### config.mk
export PLATFORM = sky130hd
export DESIGN_NAME = calib_offset_cmd_interp
export DESIGN_NICKNAME = d
export VERILOG_FILES = /design/src/common/calib_pkg.sv /design/src/verilog/ofs_mem.sv /design/src/verilog/calib_offset_cmd_interp.sv
export SDC_FILE = /design/constraint.sdc
export NUM_CORES = 1
export LEC_CHECK = 0
export BUFFER_PORTS_ARGS = -buffer_cell sky130_fd_sc_hd__buf_2
export CORE_MARGIN = 2
export CORE_UTILIZATION = 61
export DETAILED_ROUTE_END_ITERATION = 8
export PLACE_DENSITY = 0.9
export SYNTH_ARGS = -nofsm -noshare
export SYNTH_HDL_FRONTEND = slang
export SYNTH_SLANG_ARGS = --single-unit
### constraint.sdc
create_clock -name mclk -period 9.3 [get_ports mclk]
set_clock_uncertainty 0.15 [all_clocks]
set_input_delay 1.86 -clock mclk [delete_from_list [all_inputs] [get_ports mclk]]
set_output_delay 1.86 -clock mclk [all_outputs]
set_load 0.01 [all_outputs]
### src/common/calib_pkg.sv
package calib_pkg;

  // ****************************************
  // register bus
  // ****************************************
  localparam int ADDR_W = 8;
  localparam int DATA_W = 32;
  localparam logic [7:0] A_CMD = 8'h00;
  localparam logic [7:0] A_ARG = 8'h04;
  localparam logic [7:0] A_VAL = 8'h08;
  localparam logic [7:0] A_RESULT = 8'h0C;
  localparam logic [7:0] A_STATUS = 8'h10;
  localparam logic [7:0] A_IRQ_STAT = 8'h14;
  localparam logic [7:0] A_IRQ_CLR = 8'h18;
  localparam logic [7:0] A_IRQ_EN = 8'h1C;
  localparam logic [7:0] A_REPORT = 8'h20;
  localparam logic [7:0] A_BRIGHT = 8'h24;

  // ****************************************
  // commands
  // ****************************************
  localparam int OP_W = 4;
  localparam logic [3:0] OP_GET_OFS = 4'h1;
  localparam logic [3:0] OP_SET_OFS = 4'h2;
  localparam logic [3:0] OP_PIX2CH = 4'h3;
  localparam logic [3:0] OP_STORE = 4'h4;
  localparam logic [3:0] OP_CLR_FF = 4'h5;
  localparam logic [3:0] OP_LIGHT_OFF = 4'h6;
  localparam logic [3:0] OP_LIGHT_ON = 4'h7;
  localparam logic [3:0] OP_RUN_FF = 4'h8;
  localparam logic [3:0] OP_SAVE_FF = 4'h9;
  localparam logic [3:0] OP_FREE_RUN = 4'hA;

  // ****************************************
  // fields and values
  // ****************************************
  localparam int ARG_W = 16;
  localparam int OFS_W = 10;
  localparam logic [9:0] OFS_MAX = 10'h200;
  localparam logic [15:0] BCAST_CH = 16'h03E7;
  localparam logic [9:0] OFS_RESET = 10'h000;
  localparam int PIX_W = 8;
  localparam logic [7:0] BRIGHT_RESET = 8'hE6;
  localparam int GAIN_W = 10;
  localparam logic [9:0] GAIN_ONE = 10'h100;
  localparam logic [9:0] GAIN_MAX = 10'h200;
  localparam int ST_BUSY = 0;
  localparam int ST_LIGHT = 1;
  localparam int ST_FF_VALID = 2;
  localparam int ST_FREE_RUN = 3;
  localparam int REP_VALID = 31;
  localparam int REP_CH_LSB = 16;
  localparam int IRQ_W = 3;
  localparam int IRQ_DONE = 0;
  localparam int IRQ_ERR = 1;
  localparam int IRQ_FF = 2;

  typedef enum logic [6:0] {
    S_FILL = 7'b0000001,
    S_IDLE = 7'b0000010,
    S_LIST = 7'b0000100,
    S_LHOLD = 7'b0001000,
    S_STORE = 7'b0010000,
    S_FF_RUN = 7'b0100000,
    S_FF_SAVE = 7'b1000000
  } fsm_t;

endpackage

### src/verilog/ofs_mem.sv
`timescale 1ns/1ps
module ofs_mem #(
  parameter int DEPTH = 8,
  parameter int W = 10,
  parameter int AW = 3
) (
  // clock
  input wire logic mclk,
  // write port
  input wire logic we,
  input wire logic [AW-1:0] waddr,
  input wire logic [W-1:0] wdata,
  // read port
  input wire logic re,
  input wire logic [AW-1:0] raddr,
  output logic [W-1:0] rdata
);

  logic [W-1:0] mem [DEPTH];

  initial begin
    if (DEPTH < 2 || (1 << AW) < DEPTH) $error("ofs_mem: bad depth");
  end

  always_ff @(posedge mclk) begin
    if (we) begin
      mem[waddr] <= wdata;
    end
    if (re) begin
      rdata <= mem[raddr];
    end
  end

endmodule

### src/verilog/calib_offset_cmd_interp.sv
// The implementer's own choices: strobed register access and the register offsets.
`timescale 1ns/1ps
// Overview of operation
// - get-offset lists every channel with its offset
// - set-offset writes value to named channel
// - channel 999 writes value to all channels
// - offsets 0..512; low amplifies, high attenuates
// - channel numbering starts at zero
// - pixel query returns its serving channel
// - store writes offsets to permanent memory
// - clear-correction drops gains, output uncorrected
// - lighting off and on commands
// - run correction, then signal finished status
// - save-correction writes gains to permanent memory
// - gain only raises, max two; bright pixels kept
module calib_offset_cmd_interp
  import calib_pkg::*;
#(
  parameter int NUM_CH = 8,
  parameter int PIX_PER_CH_LOG2 = 9
) (
  // clock and reset
  input wire logic mclk,
  input wire logic rst,
  // register port
  input wire logic [ADDR_W-1:0] addr,
  input wire logic [DATA_W-1:0] wdata,
  input wire logic wr,
  input wire logic rd,
  output logic [DATA_W-1:0] rdata,
  // interrupt
  output logic irq,
  // offset store to permanent memory
  output logic nvm_wr_valid,
  output logic [ARG_W-1:0] nvm_wr_addr,
  output logic [OFS_W-1:0] nvm_wr_data,
  output logic nvm_commit,
  // flat-field engine
  output logic run_flat_field,
  input wire logic ff_done,
  output logic ff_save_req,
  input wire logic ff_save_done,
  output logic clear_flat_field,
  // sensor control
  output logic lighting,
  output logic free_running_operation,
  output logic [OFS_W-1:0] bright_target_level,
  // per-pixel gain limiter
  input wire logic [PIX_W-1:0] px_raw,
  input wire logic [GAIN_W-1:0] px_gain_in,
  output logic [GAIN_W-1:0] px_gain_out
);

  localparam int CH_W = $clog2(NUM_CH);
  localparam logic [CH_W-1:0] CH_LAST = CH_W'(NUM_CH - 1);

  initial begin
    if (NUM_CH < 2 || NUM_CH > 999) $error("calib: NUM_CH out of range");
    if (PIX_PER_CH_LOG2 < 1 || PIX_PER_CH_LOG2 > 15) $error("calib: bad pixel shift");
  end

  // ****************************************
  // state
  // ****************************************
  typedef struct packed {
    fsm_t fsm;
    logic booting;
    logic pend;
    logic [CH_W-1:0] idx;
    logic [ARG_W-1:0] arg;
    logic [OFS_W-1:0] val;
    logic [ARG_W-1:0] result;
    logic [OFS_W-1:0] rep_ofs;
    logic [CH_W-1:0] rep_ch;
    logic rep_valid;
    logic light;
    logic ff_valid;
    logic free_run;
    logic [PIX_W-1:0] bright;
    logic [IRQ_W-1:0] irq_stat;
    logic [IRQ_W-1:0] irq_en;
    logic [DATA_W-1:0] rdata;
    logic nvm_wr_valid;
    logic [ARG_W-1:0] nvm_addr;
    logic [OFS_W-1:0] nvm_data;
    logic nvm_commit;
    logic ff_run;
    logic ff_save;
    logic [GAIN_W-1:0] gain;
  } state_t;

  state_t q_r;
  state_t q_nxt;
  logic mem_we;
  logic [CH_W-1:0] mem_waddr;
  logic [OFS_W-1:0] mem_wdata;
  logic mem_re;
  logic [OFS_W-1:0] mem_rdata;
  logic [IRQ_W-1:0] ev;
  logic [IRQ_W-1:0] clr;
  logic [ARG_W-1:0] pix_ch;

  // ****************************************
  // offset memory
  // ****************************************
  ofs_mem #(
    .DEPTH(NUM_CH),
    .W(OFS_W),
    .AW(CH_W)
  ) u_mem (
    .mclk(mclk),
    .we(mem_we),
    .waddr(mem_waddr),
    .wdata(mem_wdata),
    .re(mem_re),
    .raddr(q_r.idx),
    .rdata(mem_rdata)
  );

  assign pix_ch = q_r.arg >> PIX_PER_CH_LOG2;

  // ****************************************
  // next state
  // ****************************************
  always_comb begin
    q_nxt = q_r;
    q_nxt.nvm_wr_valid = 1'b0;
    q_nxt.nvm_commit = 1'b0;
    q_nxt.ff_run = 1'b0;
    q_nxt.ff_save = 1'b0;
    q_nxt.rdata = '0;
    ev = '0;
    clr = '0;
    mem_we = 1'b0;
    mem_waddr = q_r.idx;
    mem_wdata = q_r.val;
    mem_re = 1'b0;

    // register writes and commands
    if (wr) begin
      case (addr)
        A_ARG: q_nxt.arg = wdata[ARG_W-1:0];
        A_VAL: q_nxt.val = wdata[OFS_W-1:0];
        A_BRIGHT: q_nxt.bright = wdata[PIX_W-1:0];
        A_IRQ_CLR: clr = wdata[IRQ_W-1:0];
        A_IRQ_EN: q_nxt.irq_en = wdata[IRQ_W-1:0];
        A_CMD: begin
          if (q_r.fsm != S_IDLE) begin
            ev[IRQ_ERR] = 1'b1;
          end else begin
            case (wdata[OP_W-1:0])
              OP_GET_OFS: begin
                q_nxt.idx = '0;
                q_nxt.pend = 1'b0;
                q_nxt.fsm = S_LIST;
              end
              OP_SET_OFS: begin
                if (q_r.val > OFS_MAX) begin
                  ev[IRQ_ERR] = 1'b1;
                end else if (q_r.arg == BCAST_CH) begin
                  q_nxt.idx = '0;
                  q_nxt.fsm = S_FILL;
                end else if (q_r.arg >= ARG_W'(NUM_CH)) begin
                  ev[IRQ_ERR] = 1'b1;
                end else begin
                  mem_we = 1'b1;
                  mem_waddr = q_r.arg[CH_W-1:0];
                  ev[IRQ_DONE] = 1'b1;
                end
              end
              OP_PIX2CH: begin
                if (pix_ch >= ARG_W'(NUM_CH)) begin
                  ev[IRQ_ERR] = 1'b1;
                end else begin
                  q_nxt.result = pix_ch;
                  ev[IRQ_DONE] = 1'b1;
                end
              end
              OP_STORE: begin
                q_nxt.idx = '0;
                q_nxt.pend = 1'b0;
                q_nxt.fsm = S_STORE;
              end
              OP_CLR_FF: begin
                q_nxt.ff_valid = 1'b0;
                ev[IRQ_DONE] = 1'b1;
              end
              OP_LIGHT_OFF: begin
                q_nxt.light = 1'b0;
                ev[IRQ_DONE] = 1'b1;
              end
              OP_LIGHT_ON: begin
                q_nxt.light = 1'b1;
                ev[IRQ_DONE] = 1'b1;
              end
              OP_RUN_FF: begin
                q_nxt.ff_run = 1'b1;
                q_nxt.fsm = S_FF_RUN;
              end
              OP_SAVE_FF: begin
                q_nxt.ff_save = 1'b1;
                q_nxt.fsm = S_FF_SAVE;
              end
              OP_FREE_RUN: begin
                q_nxt.free_run = 1'b1;
                ev[IRQ_DONE] = 1'b1;
              end
              default: begin
                ev[IRQ_ERR] = 1'b1;
              end
            endcase
          end
        end
        default: ;
      endcase
    end

    // sequencer
    case (q_r.fsm)
      S_FILL: begin
        mem_we = 1'b1;
        mem_waddr = q_r.idx;
        mem_wdata = q_r.val;
        if (q_r.idx == CH_LAST) begin
          q_nxt.fsm = S_IDLE;
          q_nxt.booting = 1'b0;
          ev[IRQ_DONE] = !q_r.booting;
        end else begin
          q_nxt.idx = q_r.idx + 1'b1;
        end
      end
      S_LIST: begin
        if (!q_r.pend) begin
          mem_re = 1'b1;
          q_nxt.pend = 1'b1;
        end else begin
          q_nxt.pend = 1'b0;
          q_nxt.rep_ofs = mem_rdata;
          q_nxt.rep_ch = q_r.idx;
          q_nxt.rep_valid = 1'b1;
          q_nxt.fsm = S_LHOLD;
        end
      end
      S_STORE: begin
        if (!q_r.pend) begin
          mem_re = 1'b1;
          q_nxt.pend = 1'b1;
        end else begin
          q_nxt.pend = 1'b0;
          q_nxt.nvm_wr_valid = 1'b1;
          q_nxt.nvm_addr = ARG_W'(q_r.idx);
          q_nxt.nvm_data = mem_rdata;
          if (q_r.idx == CH_LAST) begin
            q_nxt.nvm_commit = 1'b1;
            q_nxt.fsm = S_IDLE;
            ev[IRQ_DONE] = 1'b1;
          end else begin
            q_nxt.idx = q_r.idx + 1'b1;
          end
        end
      end
      S_FF_RUN: begin
        if (ff_done) begin
          q_nxt.ff_valid = 1'b1;
          ev[IRQ_FF] = 1'b1;
          q_nxt.fsm = S_IDLE;
        end
      end
      S_FF_SAVE: begin
        if (ff_save_done) begin
          ev[IRQ_DONE] = 1'b1;
          q_nxt.fsm = S_IDLE;
        end
      end
      S_IDLE, S_LHOLD: ;
      default: begin
        q_nxt.fsm = S_IDLE;
      end
    endcase

    // register reads
    if (rd) begin
      case (addr)
        A_ARG: q_nxt.rdata = DATA_W'(q_r.arg);
        A_VAL: q_nxt.rdata = DATA_W'(q_r.val);
        A_RESULT: q_nxt.rdata = DATA_W'(q_r.result);
        A_STATUS: begin
          q_nxt.rdata[ST_BUSY] = (q_r.fsm != S_IDLE);
          q_nxt.rdata[ST_LIGHT] = q_r.light;
          q_nxt.rdata[ST_FF_VALID] = q_r.ff_valid;
          q_nxt.rdata[ST_FREE_RUN] = q_r.free_run;
        end
        A_IRQ_STAT: q_nxt.rdata = DATA_W'(q_r.irq_stat);
        A_IRQ_EN: q_nxt.rdata = DATA_W'(q_r.irq_en);
        A_BRIGHT: q_nxt.rdata = DATA_W'(q_r.bright);
        A_REPORT: begin
          q_nxt.rdata[REP_VALID] = q_r.rep_valid;
          q_nxt.rdata[REP_CH_LSB +: CH_W] = q_r.rep_ch;
          q_nxt.rdata[OFS_W-1:0] = q_r.rep_ofs;
          if (q_r.rep_valid) begin
            q_nxt.rep_valid = 1'b0;
            if (q_r.idx == CH_LAST) begin
              q_nxt.fsm = S_IDLE;
              ev[IRQ_DONE] = 1'b1;
            end else begin
              q_nxt.idx = q_r.idx + 1'b1;
              q_nxt.fsm = S_LIST;
            end
          end
        end
        default: ;
      endcase
    end

    // sticky events, set beats clear
    q_nxt.irq_stat = (q_r.irq_stat & ~clr) | ev;

    // gain limiter
    if (!q_r.ff_valid || px_raw >= q_r.bright) begin
      q_nxt.gain = GAIN_ONE;
    end else if (px_gain_in < GAIN_ONE) begin
      q_nxt.gain = GAIN_ONE;
    end else if (px_gain_in > GAIN_MAX) begin
      q_nxt.gain = GAIN_MAX;
    end else begin
      q_nxt.gain = px_gain_in;
    end
  end

  // ****************************************
  // registers
  // ****************************************
  always_ff @(posedge mclk) begin
    if (rst) begin
      q_r <= '0;
      q_r.fsm <= S_FILL;
      q_r.booting <= 1'b1;
      q_r.val <= OFS_RESET;
      q_r.light <= 1'b1;
      q_r.bright <= BRIGHT_RESET;
      q_r.gain <= GAIN_ONE;
    end else begin
      q_r <= q_nxt;
    end
  end

  // ****************************************
  // outputs
  // ****************************************
  assign rdata = q_r.rdata;
  assign irq = |(q_r.irq_stat & q_r.irq_en);
  assign nvm_wr_valid = q_r.nvm_wr_valid;
  assign nvm_wr_addr = q_r.nvm_addr;
  assign nvm_wr_data = q_r.nvm_data;
  assign nvm_commit = q_r.nvm_commit;
  assign run_flat_field = q_r.ff_run;
  assign ff_save_req = q_r.ff_save;
  assign clear_flat_field = !q_r.ff_valid;
  assign lighting = q_r.light;
  assign free_running_operation = q_r.free_run;
  assign bright_target_level = OFS_W'(q_r.bright);
  assign px_gain_out = q_r.gain;

endmodule

==> Word-level counts from Yosys, hierarchy flattened <==
Memory sizes are Yosys's and may differ from the RTL's. A register that Yosys moved wholly into a read port is not among the register bits.
Cells that the tools add are included.
W data, S select, Z words.
{ "word_totals": {"in_bits": 64, "out_inout_bits": 86, "regBits": 135, "elab_cells": 214, "memories": 1, "ramBits": 80} }
{ "mem_list": {"columns": ["memory", "words", "width", "read_ports", "rd_clocked_by_memory_dff", "wr", "line", "source"], "rows": [
  ["u_mem.mem", 8, 10, 1, 1, 1, "ofs_mem.sv:19", "logic [W-1:0] mem [DEPTH];"]
]} }
{ "op_classes": {"n_eq_ne": 30, "mux": 105, "reduce_logical": 32, "magnitude_cmp": 6, "bitwise_logic": 12, "addsub": 1} }
{ "ops": {"columns": ["cell", "count"], "rows": [
  ["$mux W7", 17],
  ["$mux W3", 19],
  ["$mux W46", 1],
  ["$mux W1", 43],
  ["$pmux W7 S6", 1],
  ["$pmux W7 S5", 1],
  ["$eq A8 B5 Y1 const B", 4],
  ["$pmux W4 S8", 1],
  ["$mux W10", 3],
  ["$pmux W6 S5", 1],
  ["$mux W28", 1],
  ["$gt A10 B10 Y1 const B", 2],
  ["$eq A16 B10 Y1 const B", 1],
  ["$eq A4 B3 Y1 const B", 4],
  ["$eq A8 B4 Y1 const B", 2],
  ["$eq A8 B6 Y1 const B", 2],
  ["$ge A16 B4 Y1 const B", 1],
  ["$mux W16", 1],
  ["$mux W8", 2],
  ["$reduce_and A2 Y1", 7],
  ["$eq A4 B4 Y1 const B", 3],
  ["$pmux W3 S2", 2],
  ["$reduce_and A4 Y1", 3],
  ["$reduce_or A3 Y1", 4],
  ["34 further kinds", 60]
]} }

==> Depth between registers and ports, before layout <==
Gate-level depths: netlist of run 1.
{ "logic_depth": {"word_depth": 16, "depth_mapped": 8} }

==> Cells and area by module <==
Synthesis of run 1 repeated with hierarchy kept, for this count alone.
{ "hier_totals": {"cells_unflattened": 857, "area_unflattened_um2": 9656.8} }
{ "modules_own_cells": {"columns": ["module", "seq_area_each_um2", "n_inst", "cells_each", "area_each_um2"], "rows": [
  ["calib_offset_cmd_interp", 2462.4, 1, 719, 6223.5],
  ["ofs_mem", 2702.6, 1, 138, 3433.3]
]} }

==> Worst setup path before layout of run 1 <==
Ideal clock, no wire load.
{ "synth_path": {"path_kind": "in2reg", "start": "input port addr[5]", "end": "memory u_mem.mem[1][0], enable pin", "path_slack_ps": 4689, "t_arrival_ps": 4067, "path_buffers": 1, "path_stages": 6, "t_required_ps": 8756, "cell_sequence": "clkbuf_1 -> nor4_1 -> nand2_1 -> nor4_4 -> nand3_1 -> o31ai_1"} }
{ "synth_between": {"elab_chain_cells": 6, "word_cells_on_any_way": 9, "classes_between": "mux: 8; reduce/logical: 1"} }
{ "synth_lines": {"columns": ["item", "line", "source"], "rows": [
  ["from (decl)", "calib_offset_cmd_interp.sv:26", "input wire logic [ADDR_W-1:0] addr,"],
  ["$logic_not A8 Y1 (*)", "calib_offset_cmd_interp.sv:141", "case (addr)"],
  ["$mux W1", "calib_offset_cmd_interp.sv:141", null],
  ["$mux W1", "calib_offset_cmd_interp.sv:140", "if (wr) begin"],
  ["$mux W1", "calib_offset_cmd_interp.sv:219", "case (q_r.fsm)"],
  ["$mux W1", "ofs_mem.sv:26", "if (we) begin"],
  ["$mux W1 (not written as such)", "ofs_mem.sv:27", "mem[waddr] <= wdata;"],
  ["to (decl)", "ofs_mem.sv:19", null]
]} }
Every way passes the cells marked *; elsewhere a longest branch is shown, timed or not.

==> Worst setup path in the final report of run 1 <==
{ "layout_path": {"start": "input port addr[5]", "end": "memory u_mem.mem[3][7], enable pin"} }
The elaborated chain is that of the path after synthesis.

==> impl_metrics.py, run 1 <==
metrics = {
    "critical_path": {
        "reg2reg_slack_ps": 4930,
        "crit_type": "input pin to register",
        "cp-end-kind": "register",
        "cp_data_arrival_time_ps": 4630,
        "critical_path.startpoint": "addr[5]",
        "cp_max_fo": 10,
        "worstPathRequired_ps": 9250,
        "r2r-end": "u_mem.mem[3][7]$_DFFE_PP_",
        "reg2reg_depth": 5,
        "r2r_start": "pix_ch[3]$_SDFFE_PP0P_",
        "startpoint_type": "input pin",
    },
    "power": {
        "pwr_density_cell_mw_per_mm2": 190,
        "p_sw_mw": 0.456,
        "pwr-share-seq": 0.508,
        "internal_power_mw": 1.52,
        "total_power_mw": 1.98,
        "p_leak_nw": 3.90,
        "p_comb_frac": 0.090,
        "switching_share": 0.230,
        "ir_drop_mv": 0.139,
        "power_frac_clock": 0.403,
    },
    "timing": {
        "relSlewSlack": 0.113,
        "finalCritPeriodShare": 0.503,
        "tightestPinTransition_ps": 1320,
        "timing.final.ws_setup_ps": 4620,
        "max_freq_ghz": 0.214,
        "tns_ps": 0,
        "setup_viol": 0,
        "slew_violations": 0,
        "hold_viol_final": 0,
        "timing.hold.ws_ps": 301,
        "min_period_ps": 4680,
        "rsz0062_at_grt": "no",
    },
    "logic_synthesis": {
        "synth_area_mm2": 0.00958,
        "synthCells": 900,
        "synth_area_per_cell_um2": 10.6,
        "postSynthRegisterBits": 213,
        "yosysWarnings": 0,
        "async_reset_ff_frac": 0,
        "synth-seq-area-share": 0.539,
        "synth-edff-count": 90,
        "ys.flop_type": "dfxtp_1",
        "ys_types": 70,
    },
    "floorplan": {
        "rows": 45,
        "core_area_mm2": 0.0153,
        "die_w_um": 129,
        "start_util": 0.628,
        "chipHeight_um": 129,
        "io_pins": 150,
        "die-area_mm2": 0.0167,
    },
    "grt": {
        "grt_overflow": 0,
        "grt_use_total": 0.277,
        "grt_pass1_wl_um": 36000,
        "antenna_found_initial": 2,
        "grt_max_degree": 65,
        "grt_pass1_vias": 6768,
    },
    "cells_and_area": {
        "antenna_cells": 0,
        "final_common_cell": "nand2_1",
        "fin_nets": 1014,
        "final_cell_mix": "nand2_1 (125), dfxtp_1 (123), buf_2 (106), edfxtp_1 (90), a21oi_1 (58)",
        "num-fill-cells": 1071,
        "final_layout_size_suffix_gt1_frac": 0.193,
        "area_growth_pct": 8.91,
    },
    "routing": {
        "drtIter0Drc": 852,
        "vias": 7187,
        "drc": 0,
        "dr.pass1.iters": 6,
        "post_drt_wl_per_cell_um": 19.8,
        "ant_nets": 0,
        "wl_um": 23100,
        "viasPerCell": 6.16,
    },
    "place": {
        "io_buffers": 106,
        "dp_slack_ps": 4220,
        "gp_congestion": 0.918,
        "place_hpwl_um": 15100,
    },
    "clock_tree": {
        "cts_buffer_depth": 3,
        "cts_made_buffers": 21,
        "postCtsSetupRepairBufs": 0,
        "cts_root_buffer": "clkbuf_16",
        "clkTransAtPathRegs_ps": 60,
        "h-tree-depth": 1,
        "cts_tree": "done",
        "cts_sinks": 213,
        "clk_latency_ps": 490,
        "post_cts_resized": 0,
        "hold_buffers": 0,
    },
    "worst_hold_path": {
        "hold_path_end": "nvm_wr_addr[1]$_SDFFE_PP0P_",
        "worstHoldPathType": "register to register",
        "min_delay_path_depth": 2,
        "hp-start": "nvm_wr_addr[1]$_SDFFE_PP0P_",
    },
    "outcome": {
        "status": "finished clean",
    },
    "job": {
        "maxCapViolCount": 0,
    },
}
==> sequential cells by signal, indices dropped and copies added, names as in the netlist, 3 cells and up <==
name / flops
mem_wdata: 10
nvm_wr_data: 10
px_gain_out: 10
bright_target_level: 8
nvm_wr_addr: 3
rdata: 20
u_mem.mem: 80
u_mem.rdata: 10
q_r: 49
pix_ch: 7
==> stage by stage <==
stage          cell area, µm²  utilization  instances
3_3_place_gp             9780        0.641       1128
5_1_grt                 10400        0.684       1166
2_1_floorplan            9670            -        926
3_5_place_dp             9780        0.641       1128
6_report                10400        0.684       1166
4_1_cts                 10400        0.684       1166
==> worst max-delay path: stages <==
cell and delay [ps]:
buf_2 140, nor4_1 880, nand2_1 200, nor4_4 300, nand3_1 240, o22ai_1 1000
==> layout make-up <==
cell class / instances / area [µm²] / area share
sequential: 213 / 5160 / 0.495
multi-input combinational: 553 / 3590 / 0.345
timing repair buffer: 122 / 651 / 0.0624
clock buffer: 35 / 629 / 0.0603
tap: 211 / 264 / 0.0253
inverter: 29 / 109 / 0.0104
clock inverter: 3 / 18.8 / 0.00180
==> kinds of logic after synthesis <==
group           Yosys count  share of synthesized area
simple gates            307                      0.161
flops                   213                      0.539
buf+inv                 160                     0.0972
compound gates          158                      0.110
mux                      45                     0.0733
fa+ha+maj                10                     0.0131
xor+xnor                  6                    0.00549
other cells               1                   0.000392
==> power groups by stage <==
stage	Combinational [mW]	Sequential, mW	Clock [mW]
floorplan	0.134	1.02	0
global placement	0.168	1.02	0
detailed placement	0.173	1.03	0
CTS	0.176	1.01	0.803
global route	0.193	1.01	0.840
finish	0.177	1.01	0.797
==> per-layer routing <==
layer	vias up	wire length, µm	global-route usage
met1	3389	8690	0.370
met4	4	693	0.0902
met3	77	2610	0.0673
met5	-	21	0
li1	3244	-	-
met2	473	11100	0.448
==> worst max-delay path by stage <==
stage	to	slack, ps	cells after the start
after CTS	u_mem.mem[3][7]$_DFFE_PP_	4650	6
after detailed placement	u_mem.mem[3][7]$_DFFE_PP_	4220	6
after floorplan	u_mem.mem[1][0]$_DFFE_PP_	4690	6
final	u_mem.mem[3][7]$_DFFE_PP_	4620	6
after global placement	u_mem.mem[3][7]$_DFFE_PP_	4220	6
after global routing	u_mem.mem[3][7]$_DFFE_PP_	4440	6
==> cells in the mapped netlist, types with 7 or more instances <==
library cell	instances	area, µm²
nor3_1	14	70.1
nor2_1	53	199
o31ai_1	7	52.6
nand3_1	25	125
mux4_2	20	450
nand2_1	125	469
a22oi_1	12	90.1
o21ai_0	14	70.1
a2111oi_0	9	78.8
nand4_1	7	43.8
a21oi_1	58	290
dfxtp_1	123	2460
clkbuf_1	39	146
and3_1	12	75.1
a222oi_1	9	90.1
mux2i_1	24	240
a31oi_1	8	50.1
and2_1	8	50.1
edfxtp_1	90	2700
inv_1	28	105
nor4_1	11	68.8
ha_1	10	125
nor2b_1	9	56.3
buf_4	78	586
No activity file was read; power rests on OpenSTA's default activity.
==> run 2: changes to the inputs <==
CORE_UTILIZATION = 57   (was 61)
PLACE_DENSITY = 0.85   (was 0.9)
clock period = 4.7 ns   (was 9.3 ns; I/O delays follow)
==> impl_metrics.py, run 2 (synthesized netlist as in run 1, its figures left out) <==
metrics = {
    "outcome": {
        "status": "finished clean",
    },
    "timing": {
        "hold_viol_final": 0,
        "finalCritPeriodShare": 0.725,
        "tightestPinTransition_ps": 1210,
        "setup_viol": 0,
        "min_period_ps": 3410,
        "rsz0062_at_grt": "no",
        "timing.hold.ws_ps": 297,
        "relSlewSlack": 0.188,
        "tns_ps": 0,
        "slew_violations": 0,
        "max_freq_ghz": 0.294,
    },
    "floorplan": {
        "io_pins": 150,
        "die-area_mm2": 0.0179,
        "core_area_mm2": 0.0165,
        "start_util": 0.580,
        "chipHeight_um": 134,
        "die_w_um": 134,
        "rows": 47,
    },
    "clock_tree": {
        "clkTransAtPathRegs_ps": 60,
        "h-tree-depth": 1,
        "clk_latency_ps": 510,
        "postCtsSetupRepairBufs": 0,
        "cts_root_buffer": "clkbuf_16",
        "cts_tree": "done",
        "hold_buffers": 0,
        "post_cts_resized": 0,
        "cts_sinks": 213,
        "cts_buffer_depth": 3,
        "cts_made_buffers": 22,
    },
    "critical_path": {
        "startpoint_type": "register",
        "worstPathRequired_ps": 4750,
        "cp_max_fo": 15,
        "crit_type": "register to register",
        "cp-end-kind": "register",
        "cp_data_arrival_time_ps": 3450,
    },
    "cells_and_area": {
        "final_cell_mix": "nand2_1 (125), dfxtp_1 (123), buf_2 (106), edfxtp_1 (90), a21oi_1 (58)",
        "regMostFlops": "u_mem.mem",
        "regArea_mm2": 0.00516,
        "layout.cells.non_filler": 1182,
        "top_regs": "u_mem.mem x80, q_r x49, rdata x20",
        "antenna_cells": 0,
        "area_growth_pct": 10.3,
        "multi_input_area_mm2": 0.00359,
        "fin_nets": 1020,
        "largest_reg_flops": 80,
        "final_layout_size_suffix_gt1_frac": 0.201,
        "final_common_cell": "nand2_1",
        "num-fill-cells": 1245,
    },
    "grt": {
        "antenna_found_initial": 2,
        "grt_overflow": 0,
        "grt_max_degree": 45,
        "grt_pass1_vias": 6647,
        "grt_pass1_wl_um": 36300,
        "grt_use_total": 0.259,
    },
    "power": {
        "p_leak_nw": 3.97,
        "pwr_density_cell_mw_per_mm2": 386,
        "ir_drop_mv": 0.229,
    },
    "place": {
        "dp_cells": 1142,
        "io_buffers": 106,
        "gp_congestion": 0.934,
        "place_hpwl_um": 15400,
    },
    "job": {
        "maxCapViolCount": 0,
    },
    "routing": {
        "drtIter0Drc": 911,
        "dr.pass1.iters": 6,
        "vias": 7200,
        "post_drt_wl_per_cell_um": 19.7,
        "wl_um": 23200,
        "viasPerCell": 6.09,
        "drc": 0,
        "ant_nets": 0,
    },
    "worst_hold_path": {
        "worstHoldPathType": "register to register",
    },
}
## run 2: per-layer routing
layer	global-route usage	vias up	wire, µm
li1	-	3267	-
met5	0	-	24
met3	0.0658	59	2640
met2	0.403	440	10800
met1	0.356	3430	9160
met4	0.0934	4	643
## run 2: final timing paths
path	startpoint	end	slack, ps	cells past startpoint
worst max-delay path	q_r[154]$_SDFF_PP0_	u_mem.mem[1][7]$_DFFE_PP_	1290	6
worst min-delay path	nvm_wr_addr[0]$_SDFFE_PP0P_	nvm_wr_addr[0]$_SDFFE_PP0P_	300	2
worst max register to register	q_r[154]$_SDFF_PP0_	u_mem.mem[1][7]$_DFFE_PP_	1290	6
worst min register to register	nvm_wr_addr[0]$_SDFFE_PP0P_	nvm_wr_addr[0]$_SDFFE_PP0P_	300	2
## run 2: report_power, final
group | total, mW | internal, mW | switching [mW] | leakage, nW
Clock | 1.73 | 1.04 | 0.694 | 0.366
Combinational | 0.356 | 0.136 | 0.220 | 1.84
Sequential | 1.99 | 1.97 | 0.0198 | 1.77
Total | 4.08 | 3.14 | 0.933 | 3.97
## run 2: cell type report
type | instances | area share
Timing Repair Buffer | 127 | 0.0652
Inverter | 29 | 0.0103
Tap cell | 220 | 0.0261
Clock inverter | 3 | 0.00142
Multi-Input combinational cell | 553 | 0.340
Sequential cell | 213 | 0.489
Clock buffer | 37 | 0.0678
## run 2: worst max-delay path, cell delays in order, from the launching register on
cell	delay, ps
dfxtp_1	470
or4_4	650
or3_1	600
nor4_4	380
nand3_1	220
o31ai_1	350
buf_4	270
## run 2: per-stage QoR
stage | instance area (µm²) | util | setup slack (ps) | total power, mW
after floorplan | 9670 | - | 1010 | 2.28
final | 10600 | 0.639 | 1290 | 4.08
after detailed placement | 9830 | 0.595 | 1240 | 2.37
after global routing | 10600 | 0.639 | 1230 | 4.20
after CTS | 10600 | 0.639 | 1360 | 4.09
after global placement | 9830 | 0.595 | 1320 | 2.36
